[src/hw/csfl_pkg.sv]
// package: constants, opcodes and addressing modes of the status flag block
package csfl_pkg;
    // ----------------------------------------
    // register map
    // ----------------------------------------
    localparam logic [7:0] CSFL_FLAGS_OFFSET = 8'hd5; // status register address
    localparam logic [7:0] CSFL_FLAGS_RESET = 8'h00; // value after reset
    // ----------------------------------------
    // field positions inside the status register
    // ----------------------------------------
    localparam int CSFL_BIT_V = 4; // overflow
    localparam int CSFL_BIT_S = 5; // sign
    localparam int CSFL_BIT_Z = 6; // zero
    localparam int CSFL_BIT_C = 7; // carry
    // ----------------------------------------
    // operand ranges
    // ----------------------------------------
    localparam logic [12:0] CSFL_LONG_MAX = 13'h1fff; // 8191, long index and direct
    localparam logic [12:0] CSFL_PAIR_MAX = 13'h00fe; // 254, register pair
    localparam logic [12:0] CSFL_WPAIR_MAX = 13'h000e; // 14, working pair
    localparam logic [12:0] CSFL_WREG_MAX = 13'h000f; // 15, working register
    localparam logic [12:0] CSFL_REG_MAX = 13'h00ff; // 255, general register
    // ----------------------------------------
    // operations that reach the flag logic
    // ----------------------------------------
    typedef enum logic [4:0] {
        CSFL_OP_NONE = 5'h00,
        CSFL_OP_ADD = 5'h01,
        CSFL_OP_ADC = 5'h02,
        CSFL_OP_SUB = 5'h03,
        CSFL_OP_SBC = 5'h04,
        CSFL_OP_CP = 5'h05,
        CSFL_OP_INC = 5'h06,
        CSFL_OP_DEC = 5'h07,
        CSFL_OP_AND = 5'h08,
        CSFL_OP_OR = 5'h09,
        CSFL_OP_XOR = 5'h0a,
        CSFL_OP_COM = 5'h0b,
        CSFL_OP_TCM = 5'h0c,
        CSFL_OP_TM = 5'h0d,
        CSFL_OP_RL = 5'h0e,
        CSFL_OP_RLC = 5'h0f,
        CSFL_OP_RR = 5'h10,
        CSFL_OP_RRC = 5'h11,
        CSFL_OP_SRA = 5'h12,
        CSFL_OP_SCF = 5'h13,
        CSFL_OP_RCF = 5'h14,
        CSFL_OP_CCF = 5'h15
    } csfl_op_t;
    // ----------------------------------------
    // addressing forms checked by the operand unit
    // ----------------------------------------
    typedef enum logic [2:0] {
        CSFL_AM_WREG = 3'h0,
        CSFL_AM_REG = 3'h1,
        CSFL_AM_PAIR = 3'h2,
        CSFL_AM_WPAIR = 3'h3,
        CSFL_AM_REL = 3'h4,
        CSFL_AM_XS = 3'h5,
        CSFL_AM_XL = 3'h6,
        CSFL_AM_DA = 3'h7
    } csfl_amode_t;
endpackage

[src/hw/csfl_op_if.sv]
// interface: operation and condition signals between the core and its helpers
`timescale 1ns/100ps
interface csfl_op_if;
    csfl_pkg::csfl_op_t op; // operation in flight
    logic [7:0] a; // destination operand
    logic [7:0] b; // source operand
    logic [7:0] flags; // current status register
    logic [7:0] result; // operation result
    logic [7:0] flags_nxt; // status register after the operation
    logic result_wr; // result goes back to the destination
    logic [3:0] sel; // jump condition selector
    logic take; // condition holds
    modport core (output op, a, b, flags, sel, input result, flags_nxt, result_wr, take);
    modport alu (input op, a, b, flags, output result, flags_nxt, result_wr);
    modport cond (input flags, sel, output take);
endinterface

[src/hw/csfl_core.sv]
// status flag register with flag update, jump condition and operand range unit
//
// Contract
// [RQ1] eight-bit register, upper four feed jumps
// [RQ2] plain loads write the status register
// [RQ3] software avoids flag ops targeting the register
// [RQ4] AND updates zero, sign and overflow
// [RQ5] overflow set on signed range excursion
// [RQ6] logic operations clear overflow
// [RQ7] sign copies result msb
// [RQ8] zero set when result is zero
// [RQ9] carry on carry-out or borrow at bit7
// [RQ10] rotate/shift carry holds last bit out
// [RQ11] carry can be set, cleared, inverted
// [RQ12] registers 0-255, working registers 0-15
// [RQ13] pairs even 0-254, working pairs 0-14
// [RQ14] relative offset signed, added to next address
// [RQ15] long addresses 0-8191, short offset signed
// [RQ16] jumps use only carry, zero, sign, overflow
// [RQ17] four-bit selector picks the jump condition
// [RQ18] low four bits are plain storage
`timescale 1ns/100ps
module csfl_core (
    input wire logic clk_in, // core clock, 50 MHz
    input wire logic rst_in, // synchronous, active high
    input wire logic op_valid_in, // one operation this cycle
    input wire csfl_pkg::csfl_op_t op_in, // operation code
    input wire logic [7:0] op_a_in, // destination operand
    input wire logic [7:0] op_b_in, // source operand
    input wire logic reg_wr_in, // register file write strobe
    input wire logic [7:0] reg_addr_in, // register file address
    input wire logic [7:0] reg_wdata_in, // register file write data
    input wire logic jump_eval_in, // evaluate a conditional jump
    input wire logic [3:0] jump_condition_selector_in, // condition selector
    input wire logic addr_req_in, // check and form an operand address
    input wire csfl_pkg::csfl_amode_t addr_mode_in, // addressing form
    input wire logic [12:0] addr_operand_in, // register, offset or address field
    input wire logic [15:0] addr_base_in, // next pc or pair contents
    output logic [7:0] flags_out, // status register contents
    output logic [7:0] result_out, // operation result
    output logic result_valid_out, // result pulse
    output logic result_wr_out, // result to be written back
    output logic jump_take_out, // jump condition held
    output logic jump_valid_out, // jump answer pulse
    output logic [15:0] ea_out, // formed address
    output logic ea_ok_out, // operand within its range
    output logic ea_valid_out // address answer pulse
);
    // ----------------------------------------
    // state
    // ----------------------------------------
    logic [7:0] flags_r; // status register
    logic [7:0] result_r; // registered result
    logic result_valid_r; // result pulse
    logic result_wr_r; // writeback flag
    logic jump_take_r; // registered condition
    logic jump_valid_r; // jump pulse
    logic [15:0] ea_r; // registered address
    logic ea_ok_r; // registered range check
    logic ea_valid_r; // address pulse
    logic flags_hit; // register write targets the status register

    csfl_op_if op_if (); // link to the helpers

    // ----------------------------------------
    // helpers
    // ----------------------------------------
    // sign extend an 8-bit offset to 16 bits
    function automatic logic [15:0] csfl_sext8(input logic [7:0] off);
        csfl_sext8 = {{8{off[7]}}, off};
    endfunction

    // range check and address forming for one addressing form
    function automatic logic [16:0] csfl_ea(input csfl_pkg::csfl_amode_t mode,
                                            input logic [12:0] opnd,
                                            input logic [15:0] base);
        logic ok;
        logic [15:0] ea;
        ok = 1'b1;
        ea = {3'h0, opnd};
        case (mode)
            csfl_pkg::CSFL_AM_WREG: ok = (opnd <= csfl_pkg::CSFL_WREG_MAX); // RQ12
            csfl_pkg::CSFL_AM_REG: ok = (opnd <= csfl_pkg::CSFL_REG_MAX); // RQ12
            csfl_pkg::CSFL_AM_PAIR: ok = !opnd[0] && (opnd <= csfl_pkg::CSFL_PAIR_MAX); // RQ13
            csfl_pkg::CSFL_AM_WPAIR: ok = !opnd[0] && (opnd <= csfl_pkg::CSFL_WPAIR_MAX); // RQ13
            // relative and short index take an 8-bit signed offset
            csfl_pkg::CSFL_AM_REL, csfl_pkg::CSFL_AM_XS: begin
                ok = (opnd[12:8] == 5'h00); // RQ14 RQ15
                ea = base + csfl_sext8(opnd[7:0]); // RQ14 RQ15
            end
            // long index adds the 13-bit field to the pair
            csfl_pkg::CSFL_AM_XL: begin
                ok = (opnd <= csfl_pkg::CSFL_LONG_MAX); // RQ15
                ea = base + {3'h0, opnd}; // RQ15
            end
            default: ok = (opnd <= csfl_pkg::CSFL_LONG_MAX); // direct, RQ15
        endcase
        csfl_ea = {ok, ea};
    endfunction

    // ----------------------------------------
    // helper instances
    // ----------------------------------------
    assign op_if.op = op_valid_in ? op_in : csfl_pkg::CSFL_OP_NONE;
    assign op_if.a = op_a_in;
    assign op_if.b = op_b_in;
    assign op_if.flags = flags_r;
    assign op_if.sel = jump_condition_selector_in;

    csfl_alu u_alu (
        .op_if(op_if.alu)
    );

    csfl_cond u_cond (
        .op_if(op_if.cond)
    );

    assign flags_hit = reg_wr_in && (reg_addr_in == csfl_pkg::CSFL_FLAGS_OFFSET);

    // ----------------------------------------
    // status register
    // ----------------------------------------
    // operation update wins over a same-cycle load; that case is undefined
    // for software anyway, so the cheaper priority was taken
    always_ff @(posedge clk_in) begin
        if (rst_in) begin
            flags_r <= csfl_pkg::CSFL_FLAGS_RESET;
        end else if (op_valid_in) begin
            flags_r <= op_if.flags_nxt; // RQ3 RQ4 RQ18
        end else if (flags_hit) begin
            flags_r <= reg_wdata_in; // RQ2 RQ18
        end
    end

    // ----------------------------------------
    // result path
    // ----------------------------------------
    always_ff @(posedge clk_in) begin
        if (rst_in) begin
            result_r <= 8'h00;
            result_valid_r <= 1'b0;
            result_wr_r <= 1'b0;
        end else begin
            result_valid_r <= op_valid_in;
            result_wr_r <= op_valid_in && op_if.result_wr;
            if (op_valid_in) begin
                result_r <= op_if.result;
            end
        end
    end

    // ----------------------------------------
    // jump condition; reads flags before any same-cycle update
    // ----------------------------------------
    always_ff @(posedge clk_in) begin
        if (rst_in) begin
            jump_take_r <= 1'b0;
            jump_valid_r <= 1'b0;
        end else begin
            jump_valid_r <= jump_eval_in;
            if (jump_eval_in) begin
                jump_take_r <= op_if.take; // RQ1 RQ16
            end
        end
    end

    // ----------------------------------------
    // operand address unit
    // ----------------------------------------
    always_ff @(posedge clk_in) begin
        if (rst_in) begin
            ea_r <= 16'h0000;
            ea_ok_r <= 1'b0;
            ea_valid_r <= 1'b0;
        end else begin
            ea_valid_r <= addr_req_in;
            if (addr_req_in) begin
                {ea_ok_r, ea_r} <= csfl_ea(addr_mode_in, addr_operand_in, addr_base_in);
            end
        end
    end

    assign flags_out = flags_r;
    assign result_out = result_r;
    assign result_valid_out = result_valid_r;
    assign result_wr_out = result_wr_r;
    assign jump_take_out = jump_take_r;
    assign jump_valid_out = jump_valid_r;
    assign ea_out = ea_r;
    assign ea_ok_out = ea_ok_r;
    assign ea_valid_out = ea_valid_r;
endmodule

[src/hw/csfl_alu.sv]
// flag computation for arithmetic, logic, bit-test, rotate and shift operations
`timescale 1ns/100ps
module csfl_alu (
    csfl_op_if.alu op_if
);
    // ----------------------------------------
    // helpers
    // ----------------------------------------
    // 9-bit add, bit 8 is the carry out of bit 7
    function automatic logic [8:0] csfl_add9(input logic [7:0] x, input logic [7:0] y,
                                             input logic ci);
        csfl_add9 = {1'b0, x} + {1'b0, y} + {8'h00, ci};
    endfunction

    logic [8:0] sum; // wide sum for carry
    logic [7:0] res; // result byte
    logic c; // new carry
    logic v; // new overflow
    logic zs; // zero and sign follow the result
    logic wr; // result written back

    // ----------------------------------------
    // operation decode
    // ----------------------------------------
    always_comb begin
        sum = 9'h000;
        res = op_if.a;
        c = op_if.flags[csfl_pkg::CSFL_BIT_C];
        v = op_if.flags[csfl_pkg::CSFL_BIT_V];
        zs = 1'b1;
        wr = 1'b1;
        case (op_if.op)
            // additions: carry out of bit 7
            csfl_pkg::CSFL_OP_ADD, csfl_pkg::CSFL_OP_ADC: begin
                sum = csfl_add9(op_if.a, op_if.b,
                                op_if.op == csfl_pkg::CSFL_OP_ADC ? c : 1'b0);
                res = sum[7:0];
                c = sum[8]; // RQ9
                v = (op_if.a[7] == op_if.b[7]) && (res[7] != op_if.a[7]); // RQ5
            end
            // subtractions: carry means a borrow out of bit 7
            csfl_pkg::CSFL_OP_SUB, csfl_pkg::CSFL_OP_SBC, csfl_pkg::CSFL_OP_CP: begin
                sum = csfl_add9(op_if.a, ~op_if.b,
                                op_if.op == csfl_pkg::CSFL_OP_SBC ? ~c : 1'b1);
                res = sum[7:0];
                c = ~sum[8]; // RQ9
                v = (op_if.a[7] != op_if.b[7]) && (res[7] != op_if.a[7]); // RQ5
                wr = (op_if.op != csfl_pkg::CSFL_OP_CP); // compare keeps the operand
            end
            // increment and decrement leave carry alone
            csfl_pkg::CSFL_OP_INC: begin
                res = op_if.a + 8'h01;
                v = ~op_if.a[7] & res[7]; // RQ5
            end
            csfl_pkg::CSFL_OP_DEC: begin
                res = op_if.a - 8'h01;
                v = op_if.a[7] & ~res[7]; // RQ5
            end
            // logic family: overflow always cleared
            csfl_pkg::CSFL_OP_AND: begin
                res = op_if.a & op_if.b;
                v = 1'b0; // RQ4 RQ6
            end
            csfl_pkg::CSFL_OP_OR: begin
                res = op_if.a | op_if.b;
                v = 1'b0; // RQ6
            end
            csfl_pkg::CSFL_OP_XOR: begin
                res = op_if.a ^ op_if.b;
                v = 1'b0; // RQ6
            end
            csfl_pkg::CSFL_OP_COM: begin
                res = ~op_if.a;
                v = 1'b0; // RQ6
            end
            // bit tests: flags only, operand untouched
            csfl_pkg::CSFL_OP_TM: begin
                res = op_if.a & op_if.b;
                v = 1'b0; // RQ6
                wr = 1'b0;
            end
            csfl_pkg::CSFL_OP_TCM: begin
                res = ~op_if.a & op_if.b;
                v = 1'b0; // RQ6
                wr = 1'b0;
            end
            // rotates and shift: carry takes the bit moved out
            csfl_pkg::CSFL_OP_RL: begin
                res = {op_if.a[6:0], op_if.a[7]};
                c = op_if.a[7]; // RQ10
                v = op_if.a[7] ^ res[7];
            end
            csfl_pkg::CSFL_OP_RLC: begin
                res = {op_if.a[6:0], c};
                c = op_if.a[7]; // RQ10
                v = op_if.a[7] ^ res[7];
            end
            csfl_pkg::CSFL_OP_RR: begin
                res = {op_if.a[0], op_if.a[7:1]};
                c = op_if.a[0]; // RQ10
                v = op_if.a[7] ^ res[7];
            end
            csfl_pkg::CSFL_OP_RRC: begin
                res = {c, op_if.a[7:1]};
                c = op_if.a[0]; // RQ10
                v = op_if.a[7] ^ res[7];
            end
            csfl_pkg::CSFL_OP_SRA: begin
                res = {op_if.a[7], op_if.a[7:1]};
                c = op_if.a[0]; // RQ10
                v = 1'b0; // sign never changes
            end
            // carry control: no other flag moves
            csfl_pkg::CSFL_OP_SCF: begin
                c = 1'b1; // RQ11
                zs = 1'b0;
                wr = 1'b0;
            end
            csfl_pkg::CSFL_OP_RCF: begin
                c = 1'b0; // RQ11
                zs = 1'b0;
                wr = 1'b0;
            end
            csfl_pkg::CSFL_OP_CCF: begin
                c = ~c; // RQ11
                zs = 1'b0;
                wr = 1'b0;
            end
            default: begin
                zs = 1'b0;
                wr = 1'b0;
            end
        endcase
    end

    // ----------------------------------------
    // outputs back to the core
    // ----------------------------------------
    // low nibble is plain storage and passes through
    assign op_if.flags_nxt = {c, zs ? (res == 8'h00) : op_if.flags[csfl_pkg::CSFL_BIT_Z],
                              zs ? res[7] : op_if.flags[csfl_pkg::CSFL_BIT_S], v,
                              op_if.flags[3:0]}; // RQ7 RQ8 RQ18
    assign op_if.result = res;
    assign op_if.result_wr = wr;
endmodule

[src/hw/csfl_cond.sv]
// jump condition evaluation from the upper four status bits
`timescale 1ns/100ps
module csfl_cond (
    csfl_op_if.cond op_if
);
    logic base; // condition before the selector's invert bit
    logic s_x_v; // signed less-than term

    // ----------------------------------------
    // selector decode; top bit inverts the sense
    // ----------------------------------------
    always_comb begin
        s_x_v = op_if.flags[csfl_pkg::CSFL_BIT_S] ^ op_if.flags[csfl_pkg::CSFL_BIT_V];
        case (op_if.sel[2:0]) // RQ16 RQ17
            3'h0: base = 1'b0; // never / always
            3'h1: base = s_x_v; // less than
            3'h2: base = op_if.flags[csfl_pkg::CSFL_BIT_Z] | s_x_v; // less or equal
            3'h3: base = op_if.flags[csfl_pkg::CSFL_BIT_C] | op_if.flags[csfl_pkg::CSFL_BIT_Z];
            3'h4: base = op_if.flags[csfl_pkg::CSFL_BIT_V]; // overflow
            3'h5: base = op_if.flags[csfl_pkg::CSFL_BIT_S]; // minus
            3'h6: base = op_if.flags[csfl_pkg::CSFL_BIT_Z]; // zero
            default: base = op_if.flags[csfl_pkg::CSFL_BIT_C]; // carry
        endcase
    end

    assign op_if.take = base ^ op_if.sel[3]; // RQ1
endmodule

[config.mk]
export PLATFORM = sky130hd
export DESIGN_NAME = csfl_core
export DESIGN_NICKNAME = d
export VERILOG_FILES = /design/src/hw/csfl_pkg.sv /design/src/hw/csfl_op_if.sv /design/src/hw/csfl_core.sv /design/src/hw/csfl_alu.sv /design/src/hw/csfl_cond.sv
export SDC_FILE = /design/constraint.sdc
export NUM_CORES = 1
export LEC_CHECK = 0
export ABC_AREA = 1
export BUFFER_PORTS_ARGS = -buffer_cell sky130_fd_sc_hd__buf_2
export CELL_PAD_IN_SITES_DETAIL_PLACEMENT = 1
export CELL_PAD_IN_SITES_GLOBAL_PLACEMENT = 2
export CORE_MARGIN = 5
export CORE_UTILIZATION = 27
export DETAILED_ROUTE_END_ITERATION = 7
export PLACE_DENSITY_LB_ADDON = 0.1
export SETUP_SLACK_MARGIN = 0.15
export SLEW_MARGIN = 0
export SYNTH_ARGS = -nofsm -noshare
export SYNTH_HDL_FRONTEND = slang
export SYNTH_SLANG_ARGS = --single-unit
[constraint.sdc]
create_clock -name clk_in -period 3.27 [get_ports clk_in]
set_input_delay 0.654 -clock clk_in [delete_from_list [all_inputs] [get_ports clk_in]]
set_output_delay 0.654 -clock clk_in [all_outputs]
set_load 0.005 [all_outputs]
==> impl_metrics.toml <==
[drt]
wl_per_cell_um = 18.15
routed_via_density = 5.045
totalWireLength_um = 21170
drtIter0Drc = 360
vias = 5882
drc = 0
ant_nets = 0
drt_pass1_iterations = 5

[cts]
cts_sinks = 38
cts_buffers = 5
htree_num_levels = 2
holdBufCountCts = 0
cts_buffer_depth = 2
cts_tree = "built"
clk_latency_ns = 0.29
clkTransAtPathRegs_ns = 0.06
root_buffer = "clkbuf_16"

[place]
portBuffers = 116
place.gp.congestion = 0.9087
dp_slack_ns = -0.09159
placed_area_um2 = 5738
dp_hpwl_um = 17550

[floorplanning]
die-area_um2 = 19680
coreArea_um2 = 16640
row_count = 47
die_y_um = 140.3
start_util = 0.2753
io_pins = 117
die_x_um = 140.3

[synthesis]
synth_edf_count = 0
syn_nets = 915
synth_flop_cell = "dfxtp_1"
async_flop_share = 0
avgSynthCellArea_um2 = 5.800
ys_top_cells_by_area = "nand2_1, dfxtp_1, ha_1"
syn_area_um2 = 4582
syn_inst = 790
synth.top_cell.area_share = 0.1786
synth_seq_area_share = 0.1660
synth_top_cell_by_area = "nand2_1"
ys_ff_latch = 38
synth_cell_type_count = 39
yosys_warnings = 0

[final_layout]
final_layout_size_suffix_gt1_frac = 0.2252
multi_input_area_um2 = 3443
fillers = 2266
fin_area_um2 = 5984
final_common_cell = "nand2_1"
final_cell_mix = "nand2_1, buf_2, nor2_1"
diodes = 0
layout.nets = 1070
syn_to_final_growth_pct = 30.61
seqCellArea_um2 = 760.7

[power]
max-vdd-ir-drop_mv = 0.1962
leakage_uw = 0.003191
powerDensity_nw_per_um2 = 300.2

[worst_hold_path]
hp-class = "reg2reg"

[global_route]
grt_usage = 0.2074
gr-total-overflow = 0
grt_pass1_wl_um = 32950
grt_max_degree = 22
grt_pass1_vias = 6171
antenna_found_initial = 0

[run]
cap_violations = 0

[critical_path]
cp.required_ns = 3.49
end_kind = "flip-flop"
critPathMaxFanout = 5
worstSetupPathType = "in2reg"
cp_data_arrival_time_ns = 3.14
start_kind = "input pin"
r2r_slack_ns = 0.58

[sta]
hold_violations = 0
fin_skew_ns = 0.007389
layout_setup_ws_ns = 0.3429
relSlewSlack = 0.5031
fmax_mhz = 341.6
setup_violations = 0
slew_viol_final = 0
min_period_ns = 2.927
worst_pin_slew_ns = 0.7445
fin_crit_sh = 0.8951
rsz0062_at_grt = "yes"

[outcome]
status = "complete, no violations"
## cell type report
cell class | count | share of cell area
well taps | 220 | 0.04600
multi-input cells | 633 | 0.5754
repair buffers | 167 | 0.1635
flip-flops and latches | 38 | 0.1271
clock inverters | 2 | 0.002091
clock buffers | 6 | 0.02321
inverters | 100 | 0.06272
## per-layer routing
metal	global-route usage	routed length, µm
met1	0.2978	10350
met2	0.3339	9452
met3	0.03204	1064
met4	0.03315	298
met5	0	0
## metrics by stage
stage | cells | TNS [ns] | total power (µW) | util | hold slack (ns)
after CTS | 1165 | 0 | 1794 | 0.3539 | 0.4649
after floorplan | 790 | 0 | 943.3 | - | 0.4616
after global placement | 1157 | 0 | 1253 | 0.3448 | 0.4526
after global routing | 1166 | 0 | 1915 | 0.3596 | 0.4912
after detailed placement | 1157 | -0.1309 | 1268 | 0.3448 | 0.4555
final | 1166 | 0 | 1797 | 0.3596 | 0.4685
## path summary, 6_finish.rpt
path	from	to	depth (start not counted)
setup / recovery	op_valid_in	flags_out[6]	18
hold / removal	ea_out[14]	ea_out[14]	2
hold reg to reg	ea_out[14]	ea_out[14]	2
setup reg to reg	flags_out[7]	flags_out[6]	14
## power by group
part	internal (µW)	switching, µW	total [µW]	leakage, µW
logic	289	469	758	0.00280
clock network	303	215	518	0.0000729
registers	498	22.7	521	0.000314
## synthesized netlist by cell type, types with 2 or more instances
cell type  instances
inv_2              4
nand3_1           71
dfxtp_1           38
buf_4              4
o21a_1             2
o211ai_1          12
clkinv_1           4
xnor2_1            6
nor2_2             2
clkbuf_1          13
o31ai_1            2
ha_1              41
nand2_2            2
or2_2              3
o21ai_0           51
a31oi_1            5
fa_1               5
inv_1             92
a21o_1             2
a21oi_1           63
nor3_1             4
xor2_1            11
nor2_1            97
nand3b_1           5
nor4_1             2
nand4_1           19
nand2_1          218
## cell families (layout without fill, tap and decap cells)
logic type	after synthesis	after routing	synth area share
flip-flops	38	38	0.1660
buffers and inverters	119	275	0.1010
AND/OR/NAND/NOR	426	426	0.3919
XOR/XNOR	17	17	0.03250
adder cells (fa/ha/maj)	46	46	0.1338
AO/OA/AOI/OAI	144	144	0.1748
## critical path, stage by stage
cell	delay (ns)
clkbuf_4	0.15
nand2_2	0.08
nor3_4	0.19
nand3_2	0.11
fa_2	0.45
fa_2	0.37
nand3b_1	0.19
nand2_1	0.10
nand2_2	0.07
nand2_2	0.06
a21oi_2	0.06
nor2_2	0.13
nor2_1	0.05
nand2_1	0.07
nand3_2	0.08
nor2_1	0.09
nand3_1	0.07
a21oi_1	0.14
## state kept, by name, indices dropped and copies added, names as in the netlist
name and flops:
flags_out 8, jump_valid_out 1, ea_valid_out 1, result_valid_out 1
ea_out 16, jump_take_out 1, result_wr_out 1, result_out 8
ea_ok_out 1
## timing repair
item | in CTS | in global routing
gates resized for setup | 0 | 28
setup endpoints to repair | 0 | 5
buffers inserted | 0 | 1
Power figures use the tool's default switching activity.
